`src/hw/gpio_pin_pkg.sv`:
```
/*
 * shared constants for the gpio pin input block: register byte offsets,
 * field positions, reset values and filter timing.
 * assumes a 32-bit ahb-lite register bus with 16 decoded address bits.
 */
package gpio_pin_pkg;
	// ************************************************************
	// register byte offsets
	// ************************************************************
	localparam logic [15:0] OFS_PIN_CFG    = 16'hA110;
	localparam logic [15:0] OFS_FUNC_SEL   = 16'hA120;
	localparam logic [15:0] OFS_IRQ_STATUS = 16'hA130;
	localparam logic [15:0] OFS_IRQ_MASK   = 16'hA134;
	localparam logic [15:0] OFS_CFG_VIEW   = 16'hA138;

	// ************************************************************
	// pin config fields (read and write views differ)
	// ************************************************************
	localparam int BIT_CHAN_B      = 7;
	localparam int BIT_CHAN_A      = 6;
	localparam int BIT_RISE        = 5; // flag on read, enable on write
	localparam int BIT_FALL        = 4;
	localparam int BIT_INBUF_EN    = 3;
	localparam int BIT_CHECK       = 2; // flag on read, enable on write
	localparam int BIT_FILTERED    = 1;
	localparam int BIT_RAW         = 0;
	localparam int FILTER_SEL_LSB  = 0;

	// status / mask layout
	localparam int IRQ_RISE        = 0;
	localparam int IRQ_FALL        = 1;
	localparam int IRQ_CHECK       = 2;
	localparam int IRQ_W           = 3;

	// ************************************************************
	// reset values and timing
	// ************************************************************
	localparam logic [7:0] PIN_CFG_RST  = 8'h00;
	localparam logic [7:0] FUNC_SEL_RST = 8'h00;
	localparam logic [2:0] IRQ_MASK_RST = 3'h0;
	localparam int CHECK_DELAY      = 3;   // system clocks from change to compare
	localparam int FILTER_CNT_W     = 7;
	localparam logic [6:0] FILT_SHORT  = 7'h04; // slow-osc periods
	localparam logic [6:0] FILT_MID    = 7'h10;
	localparam logic [6:0] FILT_LONG   = 7'h40;
	localparam logic [1:0] FILT_OFF    = 2'h0;

	// slow-osc periods required by a filter selection
	function automatic logic [6:0] filterPeriods(input logic [1:0] sel);
		unique case (sel)
			2'h1: filterPeriods = FILT_SHORT;
			2'h2: filterPeriods = FILT_MID;
			2'h3: filterPeriods = FILT_LONG;
			default: filterPeriods = 7'h00;
		endcase
	endfunction : filterPeriods
endpackage : gpio_pin_pkg

```
`src/hw/debounce_filter.sv`:
```
/*
 * de-bounce filter: passes a synchronised level once it has been stable
 * for the selected number of slow oscillator periods.
 * assumes tick is a one-cycle pulse per slow oscillator period.
 */
`timescale 1ns/1ps
module debounce_filter
	import gpio_pin_pkg::*;
(
	input  wire logic       clk,      // system clock
	input  wire logic       rst_n,    // sync reset, active low
	input  wire logic       level,    // synchronised pin level
	input  wire logic       tick,     // slow osc period pulse
	input  wire logic [1:0] sel,      // filter time select
	output logic            filtered  // de-bounced level
);
	logic [FILTER_CNT_W-1:0] stableCnt;

	// count stable periods; any return to the old level restarts it
	always_ff @(posedge clk) begin
		if (!rst_n) begin
			stableCnt <= '0;
			filtered  <= 1'b0;
		end else if (sel == FILT_OFF) begin
			stableCnt <= '0;
			filtered  <= level;
		end else if (level == filtered) begin
			stableCnt <= '0;
		end else if (tick) begin
			if (stableCnt + 7'h01 >= filterPeriods(sel)) begin
				stableCnt <= '0;
				filtered  <= level;
			end else begin
				stableCnt <= stableCnt + 7'h01;
			end
		end
	end

	filter_hold_a: assert property (@(posedge clk) disable iff (!rst_n)
		(sel != FILT_OFF && $past(sel) != FILT_OFF && !$past(tick) && rst_n && $past(rst_n))
		|-> $stable(filtered))
		else $error("filtered level moved without a slow tick");
endmodule : debounce_filter

```
`src/hw/output_check.sv`:
```
/*
 * output error check: when the driven value changes, compares it with the
 * pin level seen a fixed number of system clocks later.
 * assumes both inputs are synchronous to clk.
 */
`timescale 1ns/1ps
module output_check
	import gpio_pin_pkg::*;
(
	input  wire logic clk,      // system clock
	input  wire logic rst_n,    // sync reset, active low
	input  wire logic enable,   // detection enable
	input  wire logic driven,   // value driven onto the pin
	input  wire logic sampled,  // pin level from input buffer
	output logic      mismatch  // one-cycle error pulse
);
	logic                   lastDriven;
	logic [CHECK_DELAY-1:0] chgPipe;
	logic [CHECK_DELAY-1:0] expPipe;

	// carry each change and its value down a short delay line
	always_ff @(posedge clk) begin
		if (!rst_n) begin
			lastDriven <= 1'b0;
			chgPipe    <= '0;
			expPipe    <= '0;
		end else begin
			lastDriven <= driven;
			chgPipe    <= {chgPipe[CHECK_DELAY-2:0], enable && (driven != lastDriven)};
			expPipe    <= {expPipe[CHECK_DELAY-2:0], driven};
		end
	end

	// compare only on changes, so a steady pin costs nothing
	assign mismatch = enable && chgPipe[CHECK_DELAY-1] && (sampled != expPipe[CHECK_DELAY-1]);

	check_delay_a: assert property (@(posedge clk) disable iff (!rst_n)
		mismatch |-> ($past(driven, 3) != sampled && $past(driven, 3) != $past(driven, 4)))
		else $error("mismatch not tied to change three cycles earlier");
endmodule : output_check

```
`src/hw/gpio_pin_input.sv`:
```
/*
 * per-pin input side of a general purpose port: input buffer gate,
 * synchroniser, de-bounce, edge flags, output error check, interrupt
 * status/mask and the port function select register, on ahb-lite.
 * assumes one system clock; slowOsc is the free-running slow oscillator
 * level and pinIn / pinOutValue are synchronous inputs.
 */
// Decided for this implementation: the AHB-Lite interface to the registers.
`timescale 1ns/1ps
// Function
// - rising edge sets rise flag when channel enabled
// - writing zero rise enable clears rise flag
// - falling edge sets fall flag when channel enabled
// - writing zero fall enable clears fall flag
// - buffer disabled forces its output low
// - compare driven value with input three clocks later
// - compare on every output change, mismatch sets flag
// - error interrupt only with a channel enabled
// - writing zero check enable disables, clears flag
// - read-only de-bounced pin level bit
// - de-bounced level feeds interrupts and port data
// - read-only raw input buffer level bit
// - filter select: off, 4, 16, 64 periods
// - eight-bit function select register, reset zero
// - edge latches capture rising and falling transitions
// - eight-bit pin config register, reset zero
module gpio_pin_input
	import gpio_pin_pkg::*;
#(
	parameter int ADDR_W = 16
) (
	input  wire logic              clk,           // system clock, 40 MHz
	input  wire logic              rst_n,         // sync reset, active low
	input  wire logic              hsel,          // slave select
	input  wire logic [ADDR_W-1:0] haddr,         // byte address
	input  wire logic [1:0]        htrans,        // transfer type
	input  wire logic              hwrite,        // write not read
	input  wire logic [2:0]        hsize,         // transfer size
	input  wire logic [31:0]       hwdata,        // write data
	input  wire logic              hready,        // bus ready
	output logic                   hreadyout,     // slave ready
	output logic [31:0]            hrdata,        // read data
	output logic                   hresp,         // always okay
	input  wire logic              pinIn,         // pin level
	input  wire logic              pinOutValue,   // value driven to pin
	input  wire logic              slowOsc,       // slow oscillator level
	output logic                   filteredLevel, // level for port data
	output logic [7:0]             functionSelect,// alternate function
	output logic                   pinIrqA,       // pin interrupt channel a
	output logic                   pinIrqB,       // pin interrupt channel b
	output logic                   irq            // summary interrupt
);
	// ************************************************************
	// register state
	// ************************************************************
	logic              chanB;
	logic              chanA;
	logic              riseEn;
	logic              fallEn;
	logic              inBufEn;
	logic              checkEn;
	logic [1:0]        filterSel;
	logic              riseFlag;
	logic              fallFlag;
	logic              checkFlag;
	logic [IRQ_W-1:0]  irqStatus;
	logic [IRQ_W-1:0]  irqMask;

	// bus pipeline
	logic              wrPending;
	logic [ADDR_W-1:0] wrAddr;
	logic              accept;
	logic              cfgWrite;

	// input path
	logic              bufOut;
	logic              pinMeta;
	logic              pinSync;
	logic              oscMeta;
	logic              oscSync;
	logic              oscLast;
	logic              slowTick;
	logic              filtLast;
	logic              riseEvt;
	logic              fallEvt;
	logic              chanAny;
	logic              checkErr;
	logic [7:0]        pinCfgRead;

	// ************************************************************
	// ahb-lite slave
	// ************************************************************
	assign accept = hsel && htrans[1] && hready;
	// a read straight after a write waits one cycle so it sees new data
	assign hreadyout = !(wrPending && hsel && htrans[1] && !hwrite);
	assign hresp     = 1'b0;
	assign cfgWrite  = wrPending && (wrAddr == OFS_PIN_CFG);

	// capture the write address phase; data lands in the data phase
	always_ff @(posedge clk) begin
		if (!rst_n) begin
			wrPending <= 1'b0;
			wrAddr    <= '0;
		end else begin
			wrPending <= accept && hwrite;
			if (accept && hwrite) begin
				wrAddr <= haddr;
			end
		end
	end

	// pin config readback with flags and live levels
	assign pinCfgRead = {chanB, chanA, riseFlag, fallFlag, inBufEn, checkFlag,
		filteredLevel, pinSync};

	// read data registered at the address phase; unmapped reads zero
	always_ff @(posedge clk) begin
		if (!rst_n) begin
			hrdata <= 32'h0000_0000;
		end else if (accept && !hwrite) begin
			unique case (haddr)
				OFS_PIN_CFG:    hrdata <= {24'h000000, pinCfgRead};
				OFS_FUNC_SEL:   hrdata <= {24'h000000, functionSelect};
				OFS_IRQ_STATUS: hrdata <= {29'h00000000, irqStatus};
				OFS_IRQ_MASK:   hrdata <= {29'h00000000, irqMask};
				OFS_CFG_VIEW:   hrdata <= {24'h000000, chanB, chanA, riseEn, fallEn,
					inBufEn, checkEn, filterSel};
				default:        hrdata <= 32'h0000_0000;
			endcase
		end
	end

	// ************************************************************
	// configuration registers
	// ************************************************************
	always_ff @(posedge clk) begin
		if (!rst_n) begin
			{chanB, chanA, riseEn, fallEn, inBufEn, checkEn, filterSel} <= PIN_CFG_RST;
		end else if (cfgWrite) begin
			chanB     <= hwdata[BIT_CHAN_B];
			chanA     <= hwdata[BIT_CHAN_A];
			riseEn    <= hwdata[BIT_RISE];
			fallEn    <= hwdata[BIT_FALL];
			inBufEn   <= hwdata[BIT_INBUF_EN];
			checkEn   <= hwdata[BIT_CHECK];
			filterSel <= hwdata[FILTER_SEL_LSB +: 2];
		end
	end

	// function select only steers the pin mux outside this block
	always_ff @(posedge clk) begin
		if (!rst_n) begin
			functionSelect <= FUNC_SEL_RST;
		end else if (wrPending && wrAddr == OFS_FUNC_SEL) begin
			functionSelect <= hwdata[7:0];
		end
	end

	// interrupt mask
	always_ff @(posedge clk) begin
		if (!rst_n) begin
			irqMask <= IRQ_MASK_RST;
		end else if (wrPending && wrAddr == OFS_IRQ_MASK) begin
			irqMask <= hwdata[IRQ_W-1:0];
		end
	end

	// ************************************************************
	// input path
	// ************************************************************
	// a disabled buffer reads low, so a floating pin cannot toggle flags
	assign bufOut = inBufEn && pinIn;

	// two-stage synchronisers for the pin and the slow oscillator
	always_ff @(posedge clk) begin
		if (!rst_n) begin
			pinMeta <= 1'b0;
			pinSync <= 1'b0;
			oscMeta <= 1'b0;
			oscSync <= 1'b0;
			oscLast <= 1'b0;
		end else begin
			pinMeta <= bufOut;
			pinSync <= pinMeta;
			oscMeta <= slowOsc;
			oscSync <= oscMeta;
			oscLast <= oscSync;
		end
	end

	assign slowTick = oscSync && !oscLast;

	debounce_filter u_filter (
		.clk      (clk),
		.rst_n    (rst_n),
		.level    (pinSync),
		.tick     (slowTick),
		.sel      (filterSel),
		.filtered (filteredLevel)
	);

	// edge latches work on the de-bounced level only
	always_ff @(posedge clk) begin
		if (!rst_n) begin
			filtLast <= 1'b0;
		end else begin
			filtLast <= filteredLevel;
		end
	end

	assign riseEvt = filteredLevel && !filtLast;
	assign fallEvt = !filteredLevel && filtLast;
	assign chanAny = chanA || chanB;

	// ************************************************************
	// edge and error flags
	// ************************************************************
	// set beats the clearing write in the same cycle
	always_ff @(posedge clk) begin
		if (!rst_n) begin
			riseFlag <= 1'b0;
		end else if (riseEvt && riseEn && chanAny) begin
			riseFlag <= 1'b1;
		end else if (cfgWrite && !hwdata[BIT_RISE]) begin
			riseFlag <= 1'b0;
		end
	end

	always_ff @(posedge clk) begin
		if (!rst_n) begin
			fallFlag <= 1'b0;
		end else if (fallEvt && fallEn && chanAny) begin
			fallFlag <= 1'b1;
		end else if (cfgWrite && !hwdata[BIT_FALL]) begin
			fallFlag <= 1'b0;
		end
	end

	output_check u_check (
		.clk      (clk),
		.rst_n    (rst_n),
		.enable   (checkEn),
		.driven   (pinOutValue),
		.sampled  (bufOut),
		.mismatch (checkErr)
	);

	// flag is set even with both channels off; only the interrupt waits
	always_ff @(posedge clk) begin
		if (!rst_n) begin
			checkFlag <= 1'b0;
		end else if (checkErr) begin
			checkFlag <= 1'b1;
		end else if (cfgWrite && !hwdata[BIT_CHECK]) begin
			checkFlag <= 1'b0;
		end
	end

	// ************************************************************
	// interrupts
	// ************************************************************
	// sticky status, write one to clear, set wins
	always_ff @(posedge clk) begin
		if (!rst_n) begin
			irqStatus <= '0;
		end else begin
			for (int i = 0; i < IRQ_W; i++) begin
				if (wrPending && wrAddr == OFS_IRQ_STATUS && hwdata[i]) begin
					irqStatus[i] <= 1'b0;
				end
			end
			if (riseEvt && riseEn && chanAny) irqStatus[IRQ_RISE] <= 1'b1;
			if (fallEvt && fallEn && chanAny) irqStatus[IRQ_FALL] <= 1'b1;
			if (checkErr && chanAny) irqStatus[IRQ_CHECK] <= 1'b1;
		end
	end

	assign irq     = |(irqStatus & irqMask);
	assign pinIrqA = chanA && (riseFlag || fallFlag || checkFlag);
	assign pinIrqB = chanB && (riseFlag || fallFlag || checkFlag);

	// ************************************************************
	// checks
	// ************************************************************
	rise_set_a: assert property (@(posedge clk) disable iff (!rst_n)
		(riseEvt && riseEn && chanAny) |=> riseFlag)
		else $error("rise flag not set by enabled rising edge");
	rise_clear_a: assert property (@(posedge clk) disable iff (!rst_n)
		(cfgWrite && !hwdata[BIT_RISE] && !riseEvt) |=> !riseFlag)
		else $error("rise flag survived enable cleared");
	fall_set_a: assert property (@(posedge clk) disable iff (!rst_n)
		(fallEvt && fallEn && chanAny) |=> fallFlag)
		else $error("fall flag not set by enabled falling edge");
	fall_clear_a: assert property (@(posedge clk) disable iff (!rst_n)
		(cfgWrite && !hwdata[BIT_FALL] && !fallEvt) |=> !fallFlag)
		else $error("fall flag survived enable cleared");
	buffer_off_a: assert property (@(posedge clk) disable iff (!rst_n)
		(!inBufEn)[*3] |-> !pinSync)
		else $error("raw level high with buffer disabled");
	check_irq_a: assert property (@(posedge clk) disable iff (!rst_n)
		(checkErr && !chanAny) |=> !$rose(irqStatus[IRQ_CHECK]) && checkFlag)
		else $error("error interrupt raised with channels off");
	check_clear_a: assert property (@(posedge clk) disable iff (!rst_n)
		(cfgWrite && !hwdata[BIT_CHECK] && !checkErr)
		|=> (!checkFlag && !checkEn) ##1 !checkErr[*2])
		else $error("error flag or detection survived disable");
	raw_sync_a: assert property (@(posedge clk) disable iff (!rst_n)
		##2 pinSync == $past(bufOut, 2))
		else $error("raw level not two cycles behind buffer");
	func_reset_a: assert property (@(posedge clk)
		!rst_n |=> functionSelect == FUNC_SEL_RST)
		else $error("function select not reset to zero");
	filter_off_a: assert property (@(posedge clk) disable iff (!rst_n)
		(filterSel == FILT_OFF)[*2] |-> filteredLevel == $past(pinSync))
		else $error("filter off does not pass level through");

	// ************************************************************
	// status, readback and edge checks
	// ************************************************************
	rise_status_a: assert property (@(posedge clk) disable iff (!rst_n)
		(riseEvt && riseEn && chanAny) |=> irqStatus[IRQ_RISE])
		else $error("rise status not set by enabled rising edge");
	fall_status_a: assert property (@(posedge clk) disable iff (!rst_n)
		(fallEvt && fallEn && chanAny) |=> irqStatus[IRQ_FALL])
		else $error("fall status not set by enabled falling edge");
	check_set_a: assert property (@(posedge clk) disable iff (!rst_n)
		checkErr |=> checkFlag)
		else $error("error flag not set by a mismatch");
	check_status_a: assert property (@(posedge clk) disable iff (!rst_n)
		(checkErr && chanAny) |=> irqStatus[IRQ_CHECK])
		else $error("error status not set with a channel enabled");
	status_clear_a: assert property (@(posedge clk) disable iff (!rst_n)
		(wrPending && wrAddr == OFS_IRQ_STATUS && hwdata[IRQ_RISE] && !riseEvt)
		|=> !irqStatus[IRQ_RISE])
		else $error("rise status survived a write of one");
	mask_write_a: assert property (@(posedge clk) disable iff (!rst_n)
		(wrPending && wrAddr == OFS_IRQ_MASK) |=> irqMask == $past(hwdata[IRQ_W-1:0]))
		else $error("mask write did not land");
	fsel_write_a: assert property (@(posedge clk) disable iff (!rst_n)
		(wrPending && wrAddr == OFS_FUNC_SEL) |=> functionSelect == $past(hwdata[7:0]))
		else $error("function select write did not land");
	cfg_reset_a: assert property (@(posedge clk)
		!rst_n |=> pinCfgRead == PIN_CFG_RST)
		else $error("pin config readback not zero after reset");
	edge_once_a: assert property (@(posedge clk) disable iff (!rst_n)
		riseEvt |=> !riseEvt)
		else $error("one rising edge seen twice");
	filter_edge_a: assert property (@(posedge clk) disable iff (!rst_n)
		($rose(filteredLevel) && riseEn && chanAny) |=> riseFlag)
		else $error("de-bounced rise did not set the rise flag");
endmodule : gpio_pin_input

```
`config.mk`:
```
export PLATFORM = sky130hd
export DESIGN_NAME = gpio_pin_input
export DESIGN_NICKNAME = d
export VERILOG_FILES = /design/src/hw/gpio_pin_pkg.sv /design/src/hw/debounce_filter.sv /design/src/hw/output_check.sv /design/src/hw/gpio_pin_input.sv
export SDC_FILE = /design/constraint.sdc
export NUM_CORES = 1
export LEC_CHECK = 0
export CORE_ASPECT_RATIO = 0.5
export CORE_MARGIN = 3
export CORE_UTILIZATION = 63
export CTS_CLUSTER_DIAMETER = 30
export DETAILED_ROUTE_END_ITERATION = 8
export DONT_BUFFER_PORTS = 1
export PLACE_DENSITY = 0.75
export SYNTH_ARGS = -nofsm -noshare
export SYNTH_HDL_FRONTEND = slang
export SYNTH_HIERARCHICAL = 1
export SYNTH_SLANG_ARGS = --single-unit
```
`constraint.sdc`:
```
create_clock -name clk -period 3 [get_ports clk]
set_clock_uncertainty 0.1 [all_clocks]
set_input_delay 0.45 -clock clk [delete_from_list [all_inputs] [get_ports clk]]
set_output_delay 0.45 -clock clk [all_outputs]
set_load 0.02 [all_outputs]
```
==> results.json <==
{
  "synth_seq_area_share_pct": 42.09,
  "dp_hpwl_um": 5012,
  "rsz0062_at_grt": "no",
  "tritoncts": "done",
  "ios": 107,
  "htree_levels": 3,
  "first_pass_iters": 5,
  "syn_to_final_growth_pct": 5.336,
  "synth_area_leaders": "dfxtp_1, nand2_1, mux2i_1",
  "maxCapViolations": 0,
  "cp-start-kind": "flop",
  "post-place-ws_ns": 0.5873,
  "drc_errors": 0,
  "path_class": "reg -> reg",
  "postRouteAntennaNets": 0,
  "yosysWarnings": 6,
  "status": "finished, final reports clean",
  "finalSetupTns_ns": 0,
  "fin_crit_sh_pct": 76.50,
  "hold_end": "oscSync$_SDFF_PN0_",
  "p_per_area_nw_per_um2": 522.6,
  "crit_top_cell": "ha_1",
  "final_layout_size_suffix_gt1_share_pct": 8.847,
  "avgSynthCellArea_um2": 9.097,
  "syn_inst": 366,
  "r2r-start": "u_filter/stableCnt[0]$_SDFFE_PP0P_",
  "yosys.area.top_type": "dfxtp_1",
  "worst_pin_slew_ns": 1.025,
  "hold_start": "rst_n",
  "path_clk_slew_ns": 0.07,
  "p_leak_uw": 0.001430,
  "hold_class": "in -> reg",
  "holdPathStages": 1,
  "holdBufCountCts": 0,
  "final_max_slew_viol_count": 0,
  "vias": 2560,
  "cp_data_arrival_time_ns": 2.47,
  "max_stage_delay_ns": 0.41,
  "place_inst": 427,
  "finalNonFillerCells": 443,
  "routed_wl_um": 6779,
  "yosysMostFrequentCell": "dfxtp_1",
  "critical_path_peak_fanout": 6,
  "grt_overflow": 0,
  "via_per_inst": 5.779,
  "fin_ws_ns": 0.7051,
  "crit_chain": "ha_1 -> and3_2 -> nand3_1 -> xnor2_1 -> ha_1 -> o31ai_2 -> a21oi_1 -> a211oi_2 -> mux2i_1",
  "cts_setup_buffers": 0,
  "insertion_delay_ns": 0.34,
  "end_kind": "flop",
  "synth-edff-count": 0,
  "post-route-min-period_ns": 2.295,
  "seq_area_um2": 1401,
  "grt_pass1_wl_um": 11500,
  "synth_top_area_share_pct": 42.09,
  "dieArea_um2": 6246,
  "r2r-end": "u_filter/filtered$_SDFFE_PN0P_",
  "ctsLongestPathBuffers": 2,
  "yosysUniqueCellTypes": 54,
  "grt_max_degree": 66,
  "numCtsBuffers": 9,
  "setup_viol": 0,
  "r2r_setup_slack_ns": 0.71,
  "cts_root_buf": "clkbuf_8",
  "synth_commonest_cells": "dfxtp_1, nand2_1, nor2b_1",
  "drtIter0Drc": 249,
  "nets": 433,
  "synth-seq-cells": 70,
  "hold_viol": 0,
  "grt_antenna_before_repair": 0,
  "gp_congestion": 0.8433,
  "cts.repair.resized": 0,
  "max_freq_ghz": 0.4358,
  "fp-row-count": 18,
  "multi_input_area_um2": 1785,
  "initial_utilization_pct": 66.29,
  "die_y_um": 57.41,
  "maxSlewHeadroom_pct": 31.39,
  "syn-cell-area_um2": 3329,
  "reg2regPathDepth": 9,
  "synthFlopType": "dfxtp_1",
  "ir_worst_vdd_v": 0.0003485,
  "crit_slowest_cell": "dfxtp_1",
  "grt_pass1_vias": 2431,
  "clock-sinks": 70,
  "n_antenna_cell": 0,
  "grt_use_total_pct": 23.58,
  "numPortBuffers": 0,
  "wl_per_cell_um": 15.30,
  "ys_async_sr_fraction_pct": 0,
  "core_area_um2": 5022,
  "die_x_um": 108.8,
  "fillers": 414,
  "cp.required_ns": 3.17
}
-- kinds of logic after synthesis --
| logic type | Yosys count | share of synthesized area, % |
|---|---|---|
| xor gates and xnor gates | 8 | 2.105 |
| adders and majority gates | 4 | 1.503 |
| buffers and inverters | 37 | 6.990 |
| other | 1 | 0.1126 |
| muxes | 23 | 7.027 |
| and+or+nand+nor | 153 | 25.71 |
| DFF | 70 | 42.09 |
| AOI/OAI and AO/OA | 70 | 14.47 |
-- cell type report --
type                       instances  share of cell area [%]
clock buffer                      10                   3.639
clock inverter                     6                   2.462
inverter                           3                  0.3211
multi-input combinational        283                   50.91
sequential                        70                   39.96
tap                               70                   2.497
timing repair buffer               1                  0.2141
-- per-layer routing --
layer	up-vias	track usage, %	share of wire, %
met5	-	0	0
met4	0	4.676	0.56
met3	5	10.62	8.9
met2	90	37.40	46
met1	1229	30.04	45
li1	1236	-	-
-- how the worst max path moves through the flow --
stage	start	depth (start not counted)	to	slack, ns
after detailed placement	haddr[0]	5	hrdata[5]$_SDFFE_PN0P_	0.59
after floorplan	haddr[0]	5	hrdata[5]$_SDFFE_PN0P_	0.71
after global placement	haddr[0]	5	hrdata[5]$_SDFFE_PN0P_	0.60
final	u_filter/stableCnt[0]$_SDFFE_PP0P_	9	u_filter/filtered$_SDFFE_PN0P_	0.71
after global routing	u_filter/stableCnt[0]$_SDFFE_PP0P_	9	u_filter/filtered$_SDFFE_PN0P_	0.51
after CTS	u_filter/stableCnt[0]$_SDFFE_PP0P_	9	u_filter/filtered$_SDFFE_PN0P_	0.70
-- registers in the layout, summed over array words and instances, names as in the netlist, 2 cells and up --
register,cells
filterSel,2
functionSelect,8
hrdata,8
irqMask,3
irqStatus,3
u_check/chgPipe,3
u_check/expPipe,3
u_filter/stableCnt,7
wrAddr,16
-- critical path: cells and delay by family, from the launching register on --
| family | cells | cell delay [ns] |
|---|---|---|
| adder cells (fa/ha/maj) | 2 | 0.55 |
| flip-flops | 1 | 0.41 |
| multiplexers | 1 | 0.19 |
| XOR/XNOR | 1 | 0.24 |
| AND/OR/NAND/NOR | 2 | 0.32 |
| AO/OA/AOI/OAI | 3 | 0.42 |
-- placed cells by master, fill, tap and decap left out, types with 2 or more instances in the layout --
master and n:
a21boi_0 22, a21o_1 3, a21oi_1 8, a221oi_1 5
a22o_1 3, a22oi_1 3, and2_1 11, and3_1 4
bufinv_16 2, clkbuf_8 9, clkinv_2 2, conb_1 25
dfxtp_1 70, ha_1 4, inv_1 3, mux2_2 3
mux2i_1 20, nand2_1 56, nand3_1 7, nand4_1 6
nand4b_1 2, nand4bb_1 2, nor2_1 11, nor2b_1 26
nor3_1 3, nor4_1 4, nor4bb_1 2, o21a_1 2
o21ai_0 19, or2_2 2, xnor2_1 3, xor2_1 5
-- where the power goes --
group          internal, uW  switching (uW)  total, uW  leakage (uW)
logic                  24.7            46.3       71.0      0.000758
registers               940            10.8        951      0.000566
clock network           467             344        811      0.000106
-- stage by stage --
stage               cell area (um^2)  hold WS, ns  utilization (%)  power (uW)
global route                    3507       0.1079            69.83        1908
floorplan                       3420       0.3118                -        1067
finish                          3507       0.1316            69.83        1833
global placement                3293       0.3133            65.57        1041
CTS                             3507       0.1118            69.83        1854
detailed placement              3293       0.3238            65.57        1043
No activity file was read; power rests on OpenSTA's default activity.
